===== config.mk =====
export PLATFORM = sky130hd
export DESIGN_NAME = hdlc_control_field_codec
export DESIGN_NICKNAME = d
export VERILOG_FILES = /design/src/ctl_field_pkg.sv /design/src/ctl_field_enc.sv /design/src/ctl_field_dec.sv /design/src/hdlc_control_field_codec.sv
export VERILOG_INCLUDE_DIRS = /design/src /design/src/src
export SDC_FILE = /design/constraint.sdc
export NUM_CORES = 1
export LEC_CHECK = 0
export ABC_AREA = 1
export BUFFER_PORTS_ARGS = -buffer_cell sky130_fd_sc_hd__buf_2
export CORE_AREA = 2 2 95 74
export DETAILED_ROUTE_END_ITERATION = 16
export DIE_AREA = 0 0 97 76
export PLACE_DENSITY = 0.7
export SYNTH_ARGS = -nofsm -noshare
export SYNTH_HDL_FRONTEND = slang
export SYNTH_SLANG_ARGS = --single-unit

===== constraint.sdc =====
create_clock -name clk -period 1.6 [get_ports clk]
set_input_delay 0.16 -clock clk [delete_from_list [all_inputs] [get_ports clk]]
set_output_delay 0.16 -clock clk [all_outputs]
set_load 0.01 [all_outputs]

===== src/ctl_field_cfg.svh =====
/*
  constants for the control field codec: field positions, encodings, widths.
  assumes inclusion by bare name from the codec files.
*/
// What this block does
// - build and check I, S, U control fields
// - repertoire: balanced-mode set plus XID, TEST, UI
// - mod 8 info: bit1=0, send, poll, receive
// - send number field is transmitter send count
// - receive number field is next expected frame
// - bit five is poll for commands, final otherwise
// - fixed mod 8 supervisory and unnumbered encodings
// - SABM encoding; command only; DM UA FRMR responses
// - mod 128 info: 16 bits, poll bit 9
// - mod 128 supervisory layout; SABME encoding
// - unnumbered fields always eight bits
// - XID and UI each enabled separately
`ifndef CTL_FIELD_CFG_SVH
`define CTL_FIELD_CFG_SVH
`define CF_W 16
`define SEQ_W 7
`define KIND_W 4
// low nibble patterns
`define LO_RR 4'h1
`define LO_RNR 4'h5
`define LO_REJ 4'h9
// unnumbered: low nibble, high three bits (bits 6-8, lsb first)
`define U_LO_3 4'h3
`define U_LO_F 4'hF
`define U_LO_7 4'h7
`define U_HI_UI 3'h0
`define U_HI_DM 3'h0
`define U_HI_SABM 3'h1
`define U_HI_DISC 3'h2
`define U_HI_UA 3'h3
`define U_HI_FRMR 3'h4
`define U_HI_XID 3'h5
`define U_HI_SABME 3'h3
`define U_HI_TEST 3'h7
`define PF8_POS 4
`define PF128_POS 8
`define NR8_LSB 5
`define NR128_LSB 9
`define NS_LSB 1
`endif


===== src/ctl_field_pkg.sv =====
/*
  types for the control field codec.
  assumes nothing beyond a SystemVerilog compiler.
*/
package ctl_field_pkg;
  typedef enum logic [3:0] {
    K_I = 4'h0, K_RR = 4'h1, K_RNR = 4'h2, K_REJ = 4'h3,
    K_UI = 4'h4, K_SABM = 4'h5, K_SABME = 4'h6, K_DM = 4'h7,
    K_DISC = 4'h8, K_UA = 4'h9, K_FRMR = 4'hA, K_XID = 4'hB,
    K_TEST = 4'hC, K_BAD = 4'hF
  } kind_e;
endpackage


===== src/ctl_field_enc.sv =====
/*
  combinational control field builder.
  assumes kind and numbers are held stable by the caller.
*/
`timescale 1ns/1ps
`include "ctl_field_cfg.svh"
module ctl_field_enc (
  input wire logic [3:0] kind,
  input wire logic ext_mode,
  input wire logic pf,
  input wire logic [6:0] ns,
  input wire logic [6:0] nr,
  output logic [15:0] field,
  output logic wide,
  output logic ok
);
  function automatic logic [15:0] sup(input logic [3:0] lo, input logic e,
      input logic p, input logic [6:0] r);
    logic [15:0] f;
    f = 16'h0000;
    f[3:0] = lo;
    if (e) begin
      f[`PF128_POS] = p;
      f[15:9] = r;
    end else begin
      f[`PF8_POS] = p;
      f[7:5] = r[2:0];
    end
    return f;
  endfunction

  function automatic logic [15:0] unum(input logic [3:0] lo, input logic [2:0] hi,
      input logic p);
    return {8'h00, hi, p, lo};
  endfunction

  always_comb begin
    field = 16'h0000;
    wide = 1'b0;
    ok = 1'b1;
    case (ctl_field_pkg::kind_e'(kind))
      ctl_field_pkg::K_I: begin
        wide = ext_mode;
        if (ext_mode) begin
          field = {nr, pf, ns, 1'b0};
        end else begin
          field = {8'h00, nr[2:0], pf, ns[2:0], 1'b0};
        end
      end
      ctl_field_pkg::K_RR: begin
        field = sup(`LO_RR, ext_mode, pf, nr);
        wide = ext_mode;
      end
      ctl_field_pkg::K_RNR: begin
        field = sup(`LO_RNR, ext_mode, pf, nr);
        wide = ext_mode;
      end
      ctl_field_pkg::K_REJ: begin
        field = sup(`LO_REJ, ext_mode, pf, nr);
        wide = ext_mode;
      end
      ctl_field_pkg::K_UI: field = unum(`U_LO_3, `U_HI_UI, pf);
      ctl_field_pkg::K_SABM: field = unum(`U_LO_F, `U_HI_SABM, pf);
      ctl_field_pkg::K_SABME: field = unum(`U_LO_F, `U_HI_SABME, pf);
      ctl_field_pkg::K_DM: field = unum(`U_LO_F, `U_HI_DM, pf);
      ctl_field_pkg::K_DISC: field = unum(`U_LO_3, `U_HI_DISC, pf);
      ctl_field_pkg::K_UA: field = unum(`U_LO_3, `U_HI_UA, pf);
      ctl_field_pkg::K_FRMR: field = unum(`U_LO_7, `U_HI_FRMR, pf);
      ctl_field_pkg::K_XID: field = unum(`U_LO_F, `U_HI_XID, pf);
      ctl_field_pkg::K_TEST: field = unum(`U_LO_3, `U_HI_TEST, pf);
      default: ok = 1'b0;
    endcase
  end
endmodule // ctl_field_enc


===== src/ctl_field_dec.sv =====
/*
  combinational control field classifier.
  assumes the whole received field is presented at once, low octet first.
*/
`timescale 1ns/1ps
`include "ctl_field_cfg.svh"
module ctl_field_dec (
  input wire logic [15:0] field,
  input wire logic ext_mode,
  output logic [3:0] kind,
  output logic pf,
  output logic [6:0] ns,
  output logic [6:0] nr
);
  always_comb begin
    kind = ctl_field_pkg::K_BAD;
    pf = field[`PF8_POS];
    ns = 7'h00;
    nr = 7'h00;
    if (!field[0]) begin
      kind = ctl_field_pkg::K_I;
      if (ext_mode) begin
        ns = field[7:1];
        pf = field[`PF128_POS];
        nr = field[15:9];
      end else begin
        ns = {4'h0, field[3:1]};
        nr = {4'h0, field[7:5]};
      end
    end else if (!field[1]) begin
      if (ext_mode) begin
        pf = field[`PF128_POS];
        nr = field[15:9];
      end else begin
        nr = {4'h0, field[7:5]};
      end
      if (!ext_mode || field[7:4] == 4'h0) begin
        case (field[3:0])
          `LO_RR: kind = ctl_field_pkg::K_RR;
          `LO_RNR: kind = ctl_field_pkg::K_RNR;
          `LO_REJ: kind = ctl_field_pkg::K_REJ;
          default: kind = ctl_field_pkg::K_BAD;
        endcase
      end
    end else begin
      case ({field[7:5], field[3:0]})
        {`U_HI_UI, `U_LO_3}: kind = ctl_field_pkg::K_UI;
        {`U_HI_SABM, `U_LO_F}: kind = ctl_field_pkg::K_SABM;
        {`U_HI_SABME, `U_LO_F}: kind = ctl_field_pkg::K_SABME;
        {`U_HI_DM, `U_LO_F}: kind = ctl_field_pkg::K_DM;
        {`U_HI_DISC, `U_LO_3}: kind = ctl_field_pkg::K_DISC;
        {`U_HI_UA, `U_LO_3}: kind = ctl_field_pkg::K_UA;
        {`U_HI_FRMR, `U_LO_7}: kind = ctl_field_pkg::K_FRMR;
        {`U_HI_XID, `U_LO_F}: kind = ctl_field_pkg::K_XID;
        {`U_HI_TEST, `U_LO_3}: kind = ctl_field_pkg::K_TEST;
        default: kind = ctl_field_pkg::K_BAD;
      endcase
    end
  end
endmodule // ctl_field_dec


===== src/hdlc_control_field_codec.sv =====
/*
  top of the control field codec: registered build path and check path.
  assumes requests come from same-clock logic; one request per cycle.
*/
`timescale 1ns/1ps
`include "ctl_field_cfg.svh"
module hdlc_control_field_codec (
  input wire logic clk,
  input wire logic rst_b,
  input wire logic ext_mode,
  input wire logic xid_en,
  input wire logic ui_en,
  input wire logic tx_req,
  input wire logic [3:0] tx_kind,
  input wire logic tx_is_cmd,
  input wire logic tx_pf,
  input wire logic [6:0] tx_ns,
  input wire logic [6:0] tx_nr,
  output logic tx_done,
  output logic [15:0] tx_field,
  output logic tx_wide,
  output logic tx_err,
  input wire logic rx_req,
  input wire logic [15:0] rx_field,
  input wire logic rx_is_cmd,
  output logic rx_done,
  output logic [3:0] rx_kind,
  output logic [6:0] rx_ns,
  output logic [6:0] rx_nr,
  output logic rx_poll,
  output logic rx_final,
  output logic rx_wide,
  output logic rx_bad
);
  logic [15:0] enc_field;
  logic enc_wide;
  logic enc_ok;
  logic [3:0] dec_kind;
  logic dec_pf;
  logic [6:0] dec_ns;
  logic [6:0] dec_nr;
  logic [6:0] ns_in;
  logic [6:0] nr_in;

  logic next_tx_done;
  logic [15:0] next_tx_field;
  logic next_tx_wide;
  logic next_tx_err;
  logic next_rx_done;
  logic [3:0] next_rx_kind;
  logic [6:0] next_rx_ns;
  logic [6:0] next_rx_nr;
  logic next_rx_poll;
  logic next_rx_final;
  logic next_rx_wide;
  logic next_rx_bad;

  // frame type legal for this role and enable setting
  function automatic logic kind_allowed(input logic [3:0] k, input logic cmd,
      input logic em, input logic xe, input logic ue);
    logic a;
    a = 1'b1;
    case (ctl_field_pkg::kind_e'(k))
      ctl_field_pkg::K_SABM: a = cmd && !em;
      ctl_field_pkg::K_SABME: a = cmd && em;
      ctl_field_pkg::K_DISC: a = cmd;
      ctl_field_pkg::K_DM: a = !cmd;
      ctl_field_pkg::K_UA: a = !cmd;
      ctl_field_pkg::K_FRMR: a = !cmd;
      ctl_field_pkg::K_XID: a = xe;
      ctl_field_pkg::K_UI: a = ue;
      ctl_field_pkg::K_BAD: a = 1'b0;
      default: a = 1'b1;
    endcase
    return a;
  endfunction

  // sequence numbers trimmed to the active modulus
  assign ns_in = ext_mode ? tx_ns : {4'h0, tx_ns[2:0]};
  assign nr_in = ext_mode ? tx_nr : {4'h0, tx_nr[2:0]};

  ctl_field_enc u_enc (
    .kind(tx_kind),
    .ext_mode(ext_mode),
    .pf(tx_pf),
    .ns(ns_in),
    .nr(nr_in),
    .field(enc_field),
    .wide(enc_wide),
    .ok(enc_ok)
  );

  ctl_field_dec u_dec (
    .field(rx_field),
    .ext_mode(ext_mode),
    .kind(dec_kind),
    .pf(dec_pf),
    .ns(dec_ns),
    .nr(dec_nr)
  );

  // build path
  always_comb begin
    next_tx_done = tx_req;
    next_tx_field = tx_field;
    next_tx_wide = tx_wide;
    next_tx_err = tx_err;
    if (tx_req) begin
      if (enc_ok && kind_allowed(tx_kind, tx_is_cmd, ext_mode, xid_en, ui_en)) begin
        next_tx_field = enc_field;
        next_tx_wide = enc_wide;
        next_tx_err = 1'b0;
      end else begin
        next_tx_field = 16'h0000;
        next_tx_wide = 1'b0;
        next_tx_err = 1'b1;
      end
    end
  end

  // check path
  always_comb begin
    next_rx_done = rx_req;
    next_rx_kind = rx_kind;
    next_rx_ns = rx_ns;
    next_rx_nr = rx_nr;
    next_rx_poll = rx_poll;
    next_rx_final = rx_final;
    next_rx_wide = rx_wide;
    next_rx_bad = rx_bad;
    if (rx_req) begin
      next_rx_ns = dec_ns;
      next_rx_nr = dec_nr;
      next_rx_poll = dec_pf && rx_is_cmd;
      next_rx_final = dec_pf && !rx_is_cmd;
      next_rx_wide = ext_mode && (dec_kind == ctl_field_pkg::K_I ||
          dec_kind == ctl_field_pkg::K_RR || dec_kind == ctl_field_pkg::K_RNR ||
          dec_kind == ctl_field_pkg::K_REJ);
      if (kind_allowed(dec_kind, rx_is_cmd, ext_mode, xid_en, ui_en)) begin
        next_rx_kind = dec_kind;
        next_rx_bad = 1'b0;
      end else begin
        next_rx_kind = ctl_field_pkg::K_BAD;
        next_rx_bad = 1'b1;
      end
    end
  end

  always_ff @(posedge clk) begin
    if (!rst_b) begin
      tx_done <= 1'b0;
      tx_field <= 16'h0000;
      tx_wide <= 1'b0;
      tx_err <= 1'b0;
      rx_done <= 1'b0;
      rx_kind <= ctl_field_pkg::K_BAD;
      rx_ns <= 7'h00;
      rx_nr <= 7'h00;
      rx_poll <= 1'b0;
      rx_final <= 1'b0;
      rx_wide <= 1'b0;
      rx_bad <= 1'b0;
    end else begin
      tx_done <= next_tx_done;
      tx_field <= next_tx_field;
      tx_wide <= next_tx_wide;
      tx_err <= next_tx_err;
      rx_done <= next_rx_done;
      rx_kind <= next_rx_kind;
      rx_ns <= next_rx_ns;
      rx_nr <= next_rx_nr;
      rx_poll <= next_rx_poll;
      rx_final <= next_rx_final;
      rx_wide <= next_rx_wide;
      rx_bad <= next_rx_bad;
    end
  end
endmodule // hdlc_control_field_codec


# Word level (Yosys, flattened, before mapping)
# Index checks and enable logic that the tools add are counted.
# word_totals
register_bits	42
elab_cells	101
# op_classes
eq_ne	37
n_mux	30
reduce_logical	22
# op_table
cell	n
$pmux 16 s13	1
$mux 7	7
$eq 4x4->1 const B	12
$eq 4x3->1 const B	9
$pmux 4 s9	1
$mux 16	2
$eq 7x6->1 const B	3
$eq 7x7->1 const B	3
$mux 4	5
$eq 4x2->1 const B	4
$pmux 1 s7	2
$reduce_or 13->1	1
$eq 4x1->1 const B	3
$logic_not 4->1	3
$pmux 4 s3	1
$mux 1	10
$logic_and 1x1->1	8
$mux 8	1
$eq 7x2->1 const B	1
$eq 7x4->1 const B	1
$eq 7x5->1 const B	1
$reduce_or 3->1	2
$logic_or 1x1->1	4
$reduce_or 4->1	1
$logic_not 1->1	3

# Logic depth before layout (Yosys ltp)
# depth
depth_word	10
depth_mapped	15
depth_no_buf	15

# Modules after synthesis
# A second synthesis with hierarchy kept.
# unflattened
cells_unflattened	396
hier_area_um2	2651.3
# modules_own_cells
module	n_inst	cells_per_inst	area_per_inst_um2	seq_area_each_um2
hdlc_control_field_codec	1	227	1799.2	840.8
ctl_field_dec	1	91	493.0	0.0
ctl_field_enc	1	78	359.1	0.0

# Worst setup path after synthesis
# Ideal clock, no wire load.
# synth_path
path_kind	input -> register
startpoint	input rx_field[6]
endpoint	register rx_kind[0]
arrival_ns	1.269
required_ns	1.478
path_slack_ns	0.209
cell_stages	14
cell_sequence	buf_2 > inv_2 > nand2_2 > nor2_2 > nand2_2 > inv_2 > nor2_2 > nand2_2 > a21oi_1 > nand2_1 > nand3_1 > nand2_1 > nand2_2 > nand3_1
# synth_via
elab_chain_cells	10
word_cells_on_any_way	28
classes_between	eq/ne: 18; mux: 7; reduce/logical: 3
# synth_rtl
element	line_no	rtl
start: declaration	hdlc_control_field_codec.sv:24	input wire logic [15:0] rx_field,
parallel branches: the longest is 3 deep, another holds $pmux 4 s9	-	
$mux 4 (*)	ctl_field_dec.sv:30	end else if (!field[1]) begin
$mux 4 (*)	ctl_field_dec.sv:20	if (!field[0]) begin
$eq 4x4->1 / $eq 4x3->1 (equally long branches)	hdlc_control_field_codec.sv:63	case (ctl_field_pkg::kind_e'(k))
$reduce_or 3->1 (no source line)	-	
$pmux 1 s7	hdlc_control_field_codec.sv:63	
$mux 1	hdlc_control_field_codec.sv:131	if (rx_req) begin
$mux 4 (*)	hdlc_control_field_codec.sv:139	if (kind_allowed(dec_kind, rx_is_cmd, ext_mode, xid_en, ui_en)) begin
end signal: assignment	hdlc_control_field_codec.sv:156	rx_kind <= ctl_field_pkg::K_BAD;
end signal: assignment	hdlc_control_field_codec.sv:169	rx_kind <= next_rx_kind;
end: declaration	hdlc_control_field_codec.sv:27	output logic [3:0] rx_kind,
# Mark *: on every way between the ends. The select of a mux whose other input is x is not followed.
# A chain may end at the register's enable or synchronous reset.

# Worst setup path in the final report
# layout_path
startpoint	input rx_field[1]
endpoint	register rx_kind[3]
# layout_via
elab_chain_cells	10
word_cells_on_any_way	30
classes_between	eq/ne: 21; mux: 8; reduce/logical: 1
# layout_rtl
element	line_no	rtl
$eq 4x4->1, or another cell as far along	ctl_field_dec.sv:38	case (field[3:0])
$pmux 4 s3	ctl_field_dec.sv:38	
$mux 4	ctl_field_dec.sv:37	if (!ext_mode || field[7:4] == 4'h0) begin
$mux 4 (*)	ctl_field_dec.sv:30	
$mux 4 (*)	ctl_field_dec.sv:20	
$eq 4x4->1 / $eq 4x3->1 (equally long branches)	hdlc_control_field_codec.sv:63	
$reduce_or 3->1 (no source line)	-	
$pmux 1 s7	hdlc_control_field_codec.sv:63	
$mux 1	hdlc_control_field_codec.sv:131	
$mux 4 (*)	hdlc_control_field_codec.sv:139	
# Mark *: on every way between the ends. The rest lies on a longest branch, timed or not. The select of a mux whose other input is x is not followed.

==> impl_metrics.csv <==
group,metric,value,unit
outcome,status,"completed",
min_path,hp-class,"input port to flip-flop",
yosys,synthArstFlopShare,0,%
drt,drt_iter0_markers,137,
sta,fin_crit,1.35,ns
yosys,syn_area_per_cell,6.35,sq um
power,power.density,877,mW/mm^2
clocking,clock_path_buffers,2,
grt,track_usage,17.7,%
clocking,h-tree-depth,2,
worst_setup_path,cp_data_required_time,1.78,ns
clocking,insertion_delay,0.29,ns
clocking,cts-root-buf,"clkbuf_8",
sta,drv_slew,0,
min_path,hp-start,"rx_field[13]",
grt,grt_max_degree,22,
die,die_width,97,um
final_layout,finalNetCount,489,
clocking,ctsResizeCount,0,
yosys,yosysWarnings,0,
final_layout,syn_to_final_growth,33.3,%
grt,grt_pass1_wl,11100,um
clocking,cts.clk_slew.worst_paths,0.09,ns
final_layout,antennaDiodeCount,0,
sta,period_share,84.4,%
final_layout,drive_gt1_share,27.8,%
clocking,clock-sinks,42,
worst_setup_path,cp_top_family,"simple AND/OR/NAND/NOR gates",
power,ir_worst_vdd,0.380,mV
drt,via_count,2549,
drt,drc,0,
clocking,cts_tree,"done",
worst_setup_path,cp_cell_sequence,"buf_2 -> nand2_2 -> inv_1 -> nand3_1 -> nor2_1 -> nor2_1 -> nand2_2 -> a21oi_1 -> nand2_1 -> nand3_1 -> nand2_1 -> nand2_2 -> nand3_1",
power,clkPwrFrac,39.1,%
yosys,ys_ff_latch,42,
die,fp-row-count,26,
power,share_seq_of_total_power,43.0,%
yosys,ys_seq_area_share,38.0,%
drt,first_pass_iters,4,
drt,wl_per_cell,12.5,um
yosys,synth_top_area_share,38.0,%
power,power.internal,0.00190,W
sta,hold_viol_final,0,
flow_run,cap_violations,0,
worst_setup_path,cpPeakStageDelay,0.20,ns
sta,slew_headroom,75.8,%
worst_setup_path,critPathArrivalTime,1.53,ns
placement,place.gp.congestion,0.934,
worst_setup_path,reg2reg_depth,2,
sta,finalSetupViolCount,0,
die,start_util,33.9,%
yosys,synth_top_area_cell,"dfxtp_1",
sta,rsz0062_at_grt,"false",
worst_setup_path,r2r_slack,0.89,ns
clocking,numCtsBuffers,5,
clocking,cts_hold_buf,0,
final_layout,stdcell_count,530,
sta,fmaxAchievable,741,MHz
min_path,hold_depth,3,
die,coreArea,0.00654,sq mm
placement,dpl_cell_area,0.00281,sq mm
die,die_area,0.00737,sq mm
final_layout,final_cell_mix,"107 x nand2_1, 85 x buf_2, 42 x dfxtp_1",
yosys,syn_nets,393,
worst_setup_path,worst_r2r_startpoint,"rx_kind[3]$_SDFFE_PN1P_",
sta,worstMarginPinSlew,0.361,ns
worst_setup_path,regToRegEndpoint,"rx_kind[3]$_SDFFE_PN1P_",
placement,placedCellCount,522,
placement,dp_hpwl,5210,um
clocking,post-cts-setup-buffers,0,
yosys,synthTopCellsByArea,"dfxtp_1 38%, nand2_1 18%, a21oi_1 7.7%",
die,die_y,76,um
power,p_total,0.00259,W
min_path,holdPathEnd,"rx_nr[4]$_SDFFE_PN0P_",
drt,routed_wl,6630,um
worst_setup_path,cp-end-kind,"flip-flop",
final_layout,design_area,0.00295,sq mm
power,p_leak,1.46,nW
worst_setup_path,slowest_stage,"a21oi_1",
grt,grt_antenna_before_repair,0,
grt,grt-ovfl-total,0,
drt,final_antenna_net_count,0,
yosys,syn_area,0.00221,sq mm
yosys,synth-edff-count,0,
worst_setup_path,start_kind,"input port",
worst_setup_path,worstSetupPathType,"input port to flip-flop",
final_layout,final_common_cell,"nand2_1",
worst_setup_path,cp.depth,13,
worst_setup_path,cp_max_fo,7,
yosys,synthCells,349,
placement,port-buffer-count,85,
yosys,synth_ff_type,"dfxtp_1",
die,num_io_pins,86,
power,p_switching,0.000691,W
power,power.share.combinational,17.9,%
yosys,yosysUniqueCellTypes,29,
sta,skew,0,ns
sta,setup_tns,0,ns
grt,grt_pass1_vias,2370,
worst_setup_path,critPathBufInv,2,
power,swShare,26.7,%
drt,post_drt_via_cell_ratio,4.81,
state kept, by name, summed over array words and instances (netlist names):
name and cells:
rx_done 1, tx_done 1, rx_wide 1, tx_err 1, tx_wide 1, rx_nr 7, rx_bad 1, tx_field 16
rx_poll 1, rx_ns 7, rx_kind 4, rx_final 1
logic make-up (layout without fill, tap and decap cells):
kind of cell	after synthesis	after routing	synth area share [%]
and+or+nand+nor	199	199	37.6
DFF	42	42	38.0
xor gates and xnor gates	1	1	0.396
muxes	1	1	0.452
buffers and inverters	45	142	7.74
AOI/OAI and AO/OA	61	61	15.8
Yosys cell counts, types with 2 or more instances:
| library cell | instances |
|---|---|
| inv_1 | 25 |
| o21ai_0 | 13 |
| nor3_1 | 5 |
| a21oi_1 | 34 |
| dfxtp_1 | 42 |
| clkbuf_1 | 9 |
| a31o_2 | 2 |
| nand2_1 | 107 |
| nand4_1 | 3 |
| a22oi_1 | 4 |
| inv_2 | 4 |
| nand3_1 | 34 |
| nor2_2 | 3 |
| nor2_1 | 40 |
| buf_2 | 2 |
| nand2_2 | 5 |
| clkinv_1 | 5 |
area by class of cell:
class | count | area [sq um]
fill | 692 | 3590
clock buffer | 5 | 68.8
inverter | 34 | 128
sequential | 42 | 841
tap | 84 | 105
timing repair buffer | 100 | 538
multi-input combinational | 262 | 1200
clock inverter | 3 | 68.8
power groups by stage:
| stage | Combinational, W | Sequential (W) | Clock, W |
|---|---|---|---|
| 2_1_floorplan | 0.000235 | 0.00116 | 0 |
| 3_3_place_gp | 0.000456 | 0.00114 | 0 |
| 3_5_place_dp | 0.000460 | 0.00114 | 0 |
| 4_1_cts | 0.000463 | 0.00111 | 0.00104 |
| 5_1_grt | 0.000520 | 0.00112 | 0.00108 |
| 6_report | 0.000463 | 0.00111 | 0.00101 |
metrics by stage:
step / utilization, % / setup slack (ns) / hold slack (ns)
after detailed placement: 43.0 / -0.0159 / 0.414
final: 45.1 / 0.250 / 0.106
after floorplan: - / 0.209 / 0.258
after global routing: 45.1 / 0.0908 / 0.0988
after CTS: 45.1 / 0.285 / 0.0930
after global placement: 43.0 / 0.0231 / 0.395
worst reg2reg max path, stage by stage, from the launching register on:
cell     delay [ns]
dfxtp_1        0.32
o21ai_0        0.18
nand3_1        0.10
routing by layer:
| metal | GRT usage [%] | vias up | share of wire (%) |
|---|---|---|---|
| li1 | - | 1324 | - |
| met5 | 0 | - | 0 |
| met3 | 4.95 | 6 | 7.7 |
| met4 | 3.80 | 0 | 0.50 |
| met1 | 26.0 | 1137 | 51 |
| met2 | 25.9 | 82 | 41 |
how the worst max path moves through the flow:
stage                     start                       to
detailed placement  rx_field[1]  rx_kind[3]$_SDFFE_PN1P_
global placement    rx_field[1]  rx_kind[3]$_SDFFE_PN1P_
floorplan           rx_field[6]  rx_kind[0]$_SDFFE_PN1P_
global route        rx_field[1]  rx_kind[3]$_SDFFE_PN1P_
finish              rx_field[1]  rx_kind[3]$_SDFFE_PN1P_
CTS                 rx_field[1]  rx_kind[3]$_SDFFE_PN1P_
Power figures use the tool's default switching activity.
